--- config.mk ---
export PLATFORM = sky130hd
export DESIGN_NAME = rib_top
export DESIGN_NICKNAME = d
export VERILOG_FILES = /design/src/core/rib_pkg_mem.sv /design/src/core/rib_top.sv
export SDC_FILE = /design/constraint.sdc
export NUM_CORES = 2
export LEC_CHECK = 0
export CAP_MARGIN = 20
export CORE_ASPECT_RATIO = 1.2
export CORE_MARGIN = 10
export CORE_UTILIZATION = 40
export CTS_CLUSTER_DIAMETER = 100
export DETAILED_ROUTE_END_ITERATION = 12
export DONT_BUFFER_PORTS = 1
export PLACE_DENSITY = 0.54
export SLEW_MARGIN = 5
export SYNTH_ARGS = -nofsm -noshare
export SYNTH_HDL_FRONTEND = slang
export SYNTH_HIERARCHICAL = 1
export SYNTH_SLANG_ARGS = --single-unit
--- constraint.sdc ---
create_clock -name ref_clk -period 36.1 [get_ports ref_clk]
set_input_delay 5.415 -clock ref_clk [delete_from_list [all_inputs] [get_ports ref_clk]]
set_output_delay 5.415 -clock ref_clk [all_outputs]
set_load 0.1 [all_outputs]
--- src/core/rib_pkg_mem.sv ---
// Shared constants and types for the remote input buffer, plus its byte store

//----------------------------------------
// Package
//----------------------------------------
package rib_pkg;
	localparam int unsigned IB_DEPTH = 350;
	localparam int unsigned CNT_W = 9;
	localparam int unsigned XOFF_PCT = 80;
	localparam int unsigned XON_PCT = 40;
	localparam int unsigned PCT_FULL = 100;
	localparam logic [7:0] XOFF_CHAR = 8'h13;
	localparam logic [7:0] XON_CHAR = 8'h11;
	localparam logic [7:0] OPC_REPLY = 8'h31;
	localparam logic [7:0] EOI_FILL = 8'h00;
	localparam logic [CNT_W-1:0] CNT_ZERO = 9'h000;
	localparam logic [CNT_W-1:0] CNT_ONE = 9'h001;

	// Serial flow-control selection
	typedef enum logic [1:0] {
		RIB_FLOW_NONE = 2'b00,
		RIB_FLOW_SOFT = 2'b01,
		RIB_FLOW_RTS = 2'b10
	} rib_flow_t;

	// One stored entry: a data byte or an end marker
	typedef struct packed {
		logic eoi;
		logic [7:0] data;
	} rib_entry_t;

	// Byte offered by a source port
	typedef struct packed {
		logic valid;
		logic eoi;
		logic [7:0] data;
	} rib_in_t;
endpackage

`timescale 1ns/1ps

//----------------------------------------
// Byte store with registered read data
//----------------------------------------
module rib_mem
	import rib_pkg::*;
#(
	parameter int unsigned DEPTH = IB_DEPTH,
	parameter int unsigned AW = CNT_W
) (
	input wire logic ref_clk,
	input wire logic wr_en,
	input wire logic [AW-1:0] wr_addr,
	input wire rib_entry_t wr_data,
	input wire logic rd_en,
	input wire logic [AW-1:0] rd_addr,
	output rib_entry_t rd_data
);
	rib_entry_t mem [DEPTH];

	// No reset on the array; the counters guard against stale reads
	always_ff @(posedge ref_clk) begin
		if (wr_en) begin
			mem[wr_addr] <= wr_data;
		end
		if (rd_en) begin
			rd_data <= mem[rd_addr];
		end
	end
endmodule

--- src/core/rib_top.sv ---
// Remote input buffer with bus hold-off, serial flow control and completion sync
`timescale 1ns/1ps

module rib_top
	import rib_pkg::*;
#(
	parameter int unsigned DEPTH = IB_DEPTH
) (
	input wire logic ref_clk,
	input wire logic rst,
	input wire logic port_sel,
	input wire rib_flow_t flow_mode,
	input wire rib_in_t par_in,
	output logic par_nrfd,
	input wire rib_in_t ser_in,
	input wire logic dev_clear,
	input wire logic rd_ready,
	output logic rd_valid,
	output rib_entry_t rd_entry,
	input wire logic tx_ready,
	output logic tx_valid,
	output logic [7:0] tx_data,
	output logic rts,
	input wire logic ops_busy,
	input wire logic cmd_opc,
	input wire logic cmd_opc_query,
	input wire logic cmd_wai,
	input wire logic status_clear,
	output logic esr_opc,
	input wire logic oq_ready,
	output logic oq_valid,
	output logic [7:0] oq_data,
	output logic wait_hold
);
	localparam logic [CNT_W-1:0] FULL_LVL = CNT_W'(DEPTH);
	localparam logic [CNT_W-1:0] LAST_IDX = CNT_W'(DEPTH - 1);
	localparam logic [CNT_W-1:0] HI_LVL = CNT_W'(DEPTH * XOFF_PCT / PCT_FULL);
	localparam logic [CNT_W-1:0] LO_LVL = CNT_W'(DEPTH * XON_PCT / PCT_FULL);

	//----------------------------------------
	// Buffer state
	//----------------------------------------
	logic [CNT_W-1:0] cnt_q, cnt_d, wp_q, wp_d, rp_q, rp_d;
	logic nrfd_q, nrfd_d, eoi_pend_q, eoi_pend_d, fetch_q, fetch_d;
	logic out_v_q, out_v_d, rd_valid_q, rd_valid_d;
	rib_entry_t out_q, out_d, wr_entry, mem_rd;
	logic par_take, ser_take, eoi_wr, wr_en, pop, take;

	// Flow control and completion state
	logic off_q, off_d, tx_valid_q, tx_valid_d, rts_q, rts_d;
	logic [7:0] tx_data_q, tx_data_d;
	logic opc_arm_q, opc_arm_d, esr_q, esr_d, oq_arm_q, oq_arm_d;
	logic oq_valid_q, oq_valid_d, wait_q, wait_d;

	rib_mem #(.DEPTH(DEPTH), .AW(CNT_W)) u_mem (
		.ref_clk(ref_clk),
		.wr_en(wr_en),
		.wr_addr(wp_q),
		.wr_data(wr_entry),
		.rd_en(pop),
		.rd_addr(rp_q),
		.rd_data(mem_rd)
	);

	//----------------------------------------
	// Store write, read and occupancy
	//----------------------------------------
	// Source selection and entry building
	always_comb begin
		take = rd_valid_q && rd_ready;
		par_take = !port_sel && par_in.valid && !nrfd_q && !dev_clear;
		// Serial has no hold-off; a byte arriving full is lost
		ser_take = port_sel && ser_in.valid && !eoi_pend_q && (cnt_q < FULL_LVL) && !dev_clear;
		// end marker written as its own entry
		eoi_wr = eoi_pend_q && (cnt_q < FULL_LVL) && !dev_clear;
		wr_en = par_take || ser_take || eoi_wr;
		wr_entry.eoi = eoi_wr;
		wr_entry.data = eoi_wr ? EOI_FILL : (par_take ? par_in.data : ser_in.data);
		// oldest entry fetched once the output slot frees
		pop = (cnt_q != CNT_ZERO) && !fetch_q && (!out_v_q || take) && !dev_clear;
	end

	// Next values for pointers, count and delivery slot
	always_comb begin
		cnt_d = cnt_q + (wr_en ? CNT_ONE : CNT_ZERO) - (pop ? CNT_ONE : CNT_ZERO);
		wp_d = wr_en ? ((wp_q == LAST_IDX) ? CNT_ZERO : wp_q + CNT_ONE) : wp_q;
		rp_d = pop ? ((rp_q == LAST_IDX) ? CNT_ZERO : rp_q + CNT_ONE) : rp_q;
		eoi_pend_d = (eoi_pend_q && !eoi_wr) || (par_take && par_in.eoi);
		fetch_d = pop;
		out_v_d = fetch_q ? 1'b1 : (out_v_q && !take);
		out_d = fetch_q ? mem_rd : out_q;
		// hold off while full or a marker still waits
		// one pop from full drops the hold for one byte
		nrfd_d = (cnt_d >= FULL_LVL) || eoi_pend_d;
		if (dev_clear) begin
			cnt_d = CNT_ZERO;
			wp_d = CNT_ZERO;
			rp_d = CNT_ZERO;
			eoi_pend_d = 1'b0;
			fetch_d = 1'b0;
			out_v_d = 1'b0;
			nrfd_d = 1'b0;
		end
	end

	// power-up reset also empties the store
	always_ff @(posedge ref_clk) begin
		if (rst) begin
			cnt_q <= CNT_ZERO;
			wp_q <= CNT_ZERO;
			rp_q <= CNT_ZERO;
			eoi_pend_q <= 1'b0;
			fetch_q <= 1'b0;
			out_v_q <= 1'b0;
			out_q <= '0;
			nrfd_q <= 1'b0;
			rd_valid_q <= 1'b0;
		end else begin
			cnt_q <= cnt_d;
			wp_q <= wp_d;
			rp_q <= rp_d;
			eoi_pend_q <= eoi_pend_d;
			fetch_q <= fetch_d;
			out_v_q <= out_v_d;
			out_q <= out_d;
			nrfd_q <= nrfd_d;
			rd_valid_q <= rd_valid_d;
		end
	end

	//----------------------------------------
	// Serial flow control
	//----------------------------------------
	// Hysteresis keeps the host from chattering near a single level
	always_comb begin
		off_d = off_q;
		tx_valid_d = tx_valid_q && !tx_ready;
		tx_data_d = tx_data_q;
		if (!tx_valid_d) begin
			// stop character at the upper level
			if (flow_mode != RIB_FLOW_NONE && !off_q && cnt_q >= HI_LVL) begin
				off_d = 1'b1;
				tx_valid_d = (flow_mode == RIB_FLOW_SOFT);
				tx_data_d = XOFF_CHAR;
			// resume character below the lower level
			end else if (off_q && cnt_q < LO_LVL) begin
				off_d = 1'b0;
				tx_valid_d = (flow_mode == RIB_FLOW_SOFT);
				tx_data_d = XON_CHAR;
			end
		end
		rts_d = !(off_d && flow_mode == RIB_FLOW_RTS);
		if (dev_clear) begin
			off_d = 1'b0;
			tx_valid_d = 1'b0;
			rts_d = 1'b1;
		end
	end

	always_ff @(posedge ref_clk) begin
		if (rst) begin
			off_q <= 1'b0;
			tx_valid_q <= 1'b0;
			tx_data_q <= XON_CHAR;
			rts_q <= 1'b1;
		end else begin
			off_q <= off_d;
			tx_valid_q <= tx_valid_d;
			tx_data_q <= tx_data_d;
			rts_q <= rts_d;
		end
	end

	//----------------------------------------
	// Completion synchronisation
	//----------------------------------------
	// Arms wait for the busy input to fall; status clear cancels them
	always_comb begin
		// bit set when work finishes; set beats clear
		opc_arm_d = (opc_arm_q && ops_busy && !status_clear) || cmd_opc;
		esr_d = (esr_q && !status_clear) || (opc_arm_q && !ops_busy);
		// reply posted only once work has finished
		oq_valid_d = (oq_valid_q && !oq_ready) || (oq_arm_q && !ops_busy);
		oq_arm_d = (oq_arm_q && (ops_busy || oq_valid_q) && !status_clear) || cmd_opc_query;
		// hold delivery of every byte, even one already offered, while waiting
		wait_d = (wait_q && ops_busy) || cmd_wai;
		rd_valid_d = out_v_d && !wait_d;
		if (oq_valid_q && !oq_ready) begin
			oq_valid_d = 1'b1;
		end
	end

	always_ff @(posedge ref_clk) begin
		if (rst) begin
			opc_arm_q <= 1'b0;
			esr_q <= 1'b0;
			oq_arm_q <= 1'b0;
			oq_valid_q <= 1'b0;
			wait_q <= 1'b0;
		end else begin
			opc_arm_q <= opc_arm_d;
			esr_q <= esr_d;
			oq_arm_q <= oq_arm_d;
			oq_valid_q <= oq_valid_d;
			wait_q <= wait_d;
		end
	end

	// Outputs straight from flip-flops except the constant reply byte
	assign par_nrfd = nrfd_q;
	assign rd_valid = rd_valid_q;
	assign rd_entry = out_q;
	assign tx_valid = tx_valid_q;
	assign tx_data = tx_data_q;
	assign rts = rts_q;
	assign esr_opc = esr_q;
	assign oq_valid = oq_valid_q;
	assign oq_data = OPC_REPLY;
	assign wait_hold = wait_q;
endmodule

# == After elaboration in Yosys (flattened, before gate mapping) ==
# Memories as Yosys holds them, arrays and structs flattened. A register that Yosys moved wholly into a read port is not among the register bits.
# Index checks and enable logic that the tools add are counted.
# classes
addsub,4
n_lt_le_gt_ge,4
eq_ne,4
muxes,19
bitwise_logic,1
reduce_logical,62
# op_table
cell,n
$mux 8,4
$logic_and 1x1->1,31
$add 9x1->9 const B,2
$eq 9x9->1 const B,2
$ge 9x9->1 const B,2
$mux 9,2
$logic_not 1->1,15
$mux 1,13
$logic_or 1x1->1,11
$add 9x1->9,1
$lt 9x8->1 const B,1
$lt 9x9->1 const B,1
$reduce_bool 9->1,1
$sub 9x1->9,1
$reduce_bool 2->1,2
$eq 2x1->1 const B,1
$eq 2x2->1 const B,1
$reduce_and 2->1,1
$reduce_or 2->1,1
$not 1->1,1
# totals
ff_bits,57
mem_bits_rw,3150
in_bits,34
out_inout_bits,32
word_cells,114
memories,1
# mem_list
memory,depth,word_bits,read_ports,rd_clocked_by_memory_dff,write_ports,line,rtl
u_mem.mem,350,9,1,1,1,rib_pkg_mem.sv:59,rib_entry_t mem [DEPTH];

# == Longest topological paths before layout ==
# depth
ltp_word,11
ltp_mapped,15
ltp_nobuf,15

# == Hierarchy ==
# Netlist, hierarchy kept.
# modules_own_cells
mod,n_inst,cells_per_inst,area_each_um2,seq_area_each_um2
rib_mem,1,5626,122025.8,94861.0
rib_top,1,321,2777.7,1001.0

# == Worst setup path after synthesis ==
# OpenSTA, ideal clock, no wires.
# synth_path
kind,in2reg
start,input port dev_clear
end,"memory u_mem/mem[0][0] in the netlist's numbering, data pin"
setup_ns,2.999
arrival_time_ns,26.044
t_required_ns,33.101
slack_ns,7.057
stages,4
path_buffers,1
cell_sequence,a211oi_4 -> and2_1 -> clkbuf_1 -> a21oi_1
# synth_rtl
item,line,rtl
from (decl),rib_top.sv:16,"input wire logic dev_clear,"
to (decl),rib_pkg_mem.sv:59,

==> out/metrics.csv <==
stage,metric,value,unit
cts,cts_resized,0,
power_and_ir_drop,ir_worst_vdd,0.0000508,V
critical_path,rr_startpoint,rp_q[1],
global_route,grt.met3_usage,3.44,%
synth,synth_top_area_share,76.0,%
timing,hold_viol,0,
critical_path,cp.required,36.75,ns
final_layout,post-route-cell-area,0.140,mm^2
critical_path,rr_endpoint,u_mem/rd_data[8],
critical_path,reg2reg_slack,30.02,ns
die,dieWidth,530,um
global_route,grt_util_met2,30.7,%
synth,synthDistinctLibCells,80,
die,die-area,0.335,mm^2
hold_path,worstHoldPathType,reg2reg,
timing,period_minus_slack,8.66,ns
synth,ys_seq_area_share,76.8,%
global_route,grt_max_degree,192,
die,core_area,0.311,mm^2
critical_path,critPathKind,in2reg,
synth,synth_edf_count,3159,
power_and_ir_drop,leakage,41.4,nW
route,wirelength,321000,um
global_route,gr-usage-met1,25.4,%
route,routedWlPerCell,31.0,um
route,drtIter0Drc,6285,
final_layout,mostFrequentLayoutCells,"3159 x edfxtp_1, 739 x mux4_2, 414 x nor2_1, 327 x clkbuf_16, 280 x mux2i_1",
synth,synthArstFlopShare,0,%
cts,cts_root_buf,clkbuf_16,
cts,cts_tree,done,
hold_path,holdCritStartpoint,u_mem/rd_data[8],
route,routed_via_density,5.77,
timing,period_share,24.0,%
die,ios,66,
hold_path,whs_path_depth,2,
cts,htree_levels,5,
cts,clkTransAtPathRegs,0.06,ns
final_layout,area_growth,12.0,%
synth,synth_area,0.125,mm^2
hold_path,holdPathEnd,rd_entry[8],
final_layout,fin_cells,10400,
timing,maxSlewViolCount,0,
final_layout,layout.nets,6112,
timing,rsz0062_at_grt,no,
global_route,grt_pass1_vias,60700,
global_route,antenna_found_initial,11,
route,dr.pass1.iters,5,
power_and_ir_drop,p_per_area,63.2,mW/mm^2
critical_path,start_kind,input pin,
synth,synthTopCellsByArea,"edfxtp_1 76%, mux4_2 13%, mux2i_1 2.2%",
final_layout,fillers,26100,
timing,max_freq,115,MHz
die,fp.dieH,632,um
timing,tightest_slew,1.15,ns
cts,numCtsBuffers,323,
synth,ys.flop_type,edfxtp_1,
cts,clock-sinks,3209,
critical_path,cp-end-kind,flip-flop,
critical_path,reg2regPathDepth,11,
global_route,grt_pass1_wl,456000,um
cts,clock_latency,0.91,ns
global_route,busiest_layer,met2,
cts,post-cts-setup-buffers,0,
final_layout,finish.utilization,45.0,%
die,initial_utilization,40.2,%
final_layout,seq_area,0.0959,mm^2
synth,syn_inst,5947,
placement,hpwl,189000,um
route,via_count,59800,
die,num_rows,224,
timing,finalSetupViolCount,0,
final_layout,drive_above_1_share,22.3,%
cts,hold_buffers,0,
global_route,grt_use_total,18.7,%
placement,dp_cells,9785,
timing,slew_headroom,23.2,%
synth,synth-seq-cells,3209,
route,drc,0,
route,drtAntennaViolNets,0,
critical_path,cp_max_fo,84,
cts,cts.path.max_buffers,4,
job,drv_cap,0,
synth,syn_area_per_cell,21.0,um^2
status,status,"complete, no violations",
critical_path,arrival,9.31,ns
placement,port_buffers,0,
final_layout,multi_input_area,0.0272,mm^2
placement,place_area,0.129,mm^2
global_route,grt_overflow_total,0,
final_layout,final_common_cell,edfxtp_1,
synth,synth.largest_area_cell,edfxtp_1,
placement,place.gp.congestion,0.857,
timing,skew,0.0491,ns
timing,tns,0,ns
synth,ys.warnings.count,6,
-- registers in the layout, indices dropped and copies added (netlist names), 9 cells and up --
register	cells
cnt_q	9
rd_entry	9
rp_q	9
u_mem/mem	3150
u_mem/rd_data	9
wp_q	9
-- logic make-up (layout without fill, tap and decap cells) --
logic type	count (synthesis)	count (layout)	share of synthesized area, %
AO/OA/AOI/OAI	477	477	2.77
XOR/XNOR	18	18	0.126
adder cells (fa/ha/maj)	26	26	0.267
buffers and inverters	390	730	1.58
flip-flops	3209	3209	76.8
multiplexers	1043	1043	15.8
other	2	18	0.00602
AND/OR/NAND/NOR	782	782	2.64
-- area by class of cell --
cell class | instances | area share [%]
Inverter | 27 | 0.0779
Antenna cell | 3 | 0.00537
Tap cell | 4068 | 3.64
Multi-Input combinational cell | 2361 | 19.5
Clock buffer | 394 | 6.05
Timing Repair Buffer | 130 | 0.880
Clock inverter | 179 | 1.29
Sequential cell | 3209 | 68.6
-- through the flow --
step / setup WS [ns] / hold slack, ns / total power, mW
global placement: 26.24 / 0.471 / 5.63
CTS: 26.91 / 0.499 / 8.94
global route: 27.12 / 0.516 / 9.15
detailed placement: 25.97 / 0.485 / 5.63
floorplan: 7.06 / 0.456 / 5.36
finish: 27.44 / 0.493 / 8.84
-- worst max-delay path: stages --
cell,delay [ns]
nor4b_2,0.25
buf_4,0.22
nand2_1,0.11
a21oi_4,0.75
buf_4,0.81
buf_4,0.83
buf_4,0.45
buf_16,0.34
-- per-layer routing --
| metal | vias to the layer above | routed length, um |
|---|---|---|
| li1 | 24900 | - |
| met1 | 32300 | 132000 |
| met2 | 2114 | 157000 |
| met3 | 492 | 21600 |
| met4 | 0 | 11100 |
| met5 | - | 0 |
-- synth_stat cells, types with 6 or more instances --
| library cell | instances |
|---|---|
| and2_1 | 10 |
| o2111ai_1 | 17 |
| nand2b_1 | 10 |
| mux4_2 | 739 |
| a22o_1 | 12 |
| a221oi_1 | 30 |
| nand4_1 | 6 |
| o211ai_1 | 11 |
| nor2_1 | 418 |
| o221ai_1 | 42 |
| ha_1 | 25 |
| o22ai_1 | 45 |
| nor2b_1 | 24 |
| a211oi_1 | 11 |
| buf_2 | 66 |
| a32oi_1 | 7 |
| a22oi_1 | 137 |
| inv_1 | 24 |
| mux2_2 | 24 |
| mux2i_1 | 280 |
| dfxtp_1 | 50 |
| edfxtp_1 | 3159 |
| or3_1 | 6 |
| nand3_1 | 54 |
| a31oi_1 | 10 |
| o21ai_1 | 15 |
| a21oi_1 | 64 |
| nand3b_1 | 6 |
| clkbuf_1 | 171 |
| buf_6 | 23 |
| xor2_1 | 14 |
| o21ai_0 | 35 |
| buf_1 | 40 |
| a221o_1 | 7 |
| buf_4 | 61 |
| nand2_1 | 213 |
-- power breakdown --
group          internal [mW]  switching (mW)  leakage, nW  total (mW)
combinational          0.599           0.745         7.79        1.34
sequential              4.15          0.0426         28.5        4.19
clock                   1.92            1.39         5.04        3.31
-- worst max-delay path by stage --
stage | cells after the start | slack, ns | startpoint | endpoint
finish | 8 | 27.44 | dev_clear | u_mem/mem[315][6]
global route | 8 | 27.12 | dev_clear | u_mem/mem[315][6]
CTS | 7 | 26.91 | dev_clear | u_mem/mem[312][6]
detailed placement | 7 | 25.97 | dev_clear | u_mem/mem[315][6]
global placement | 7 | 26.24 | dev_clear | u_mem/mem[325][6]
floorplan | 4 | 7.06 | dev_clear | u_mem/mem[0][0]
(Power assumes the default switching activity.)
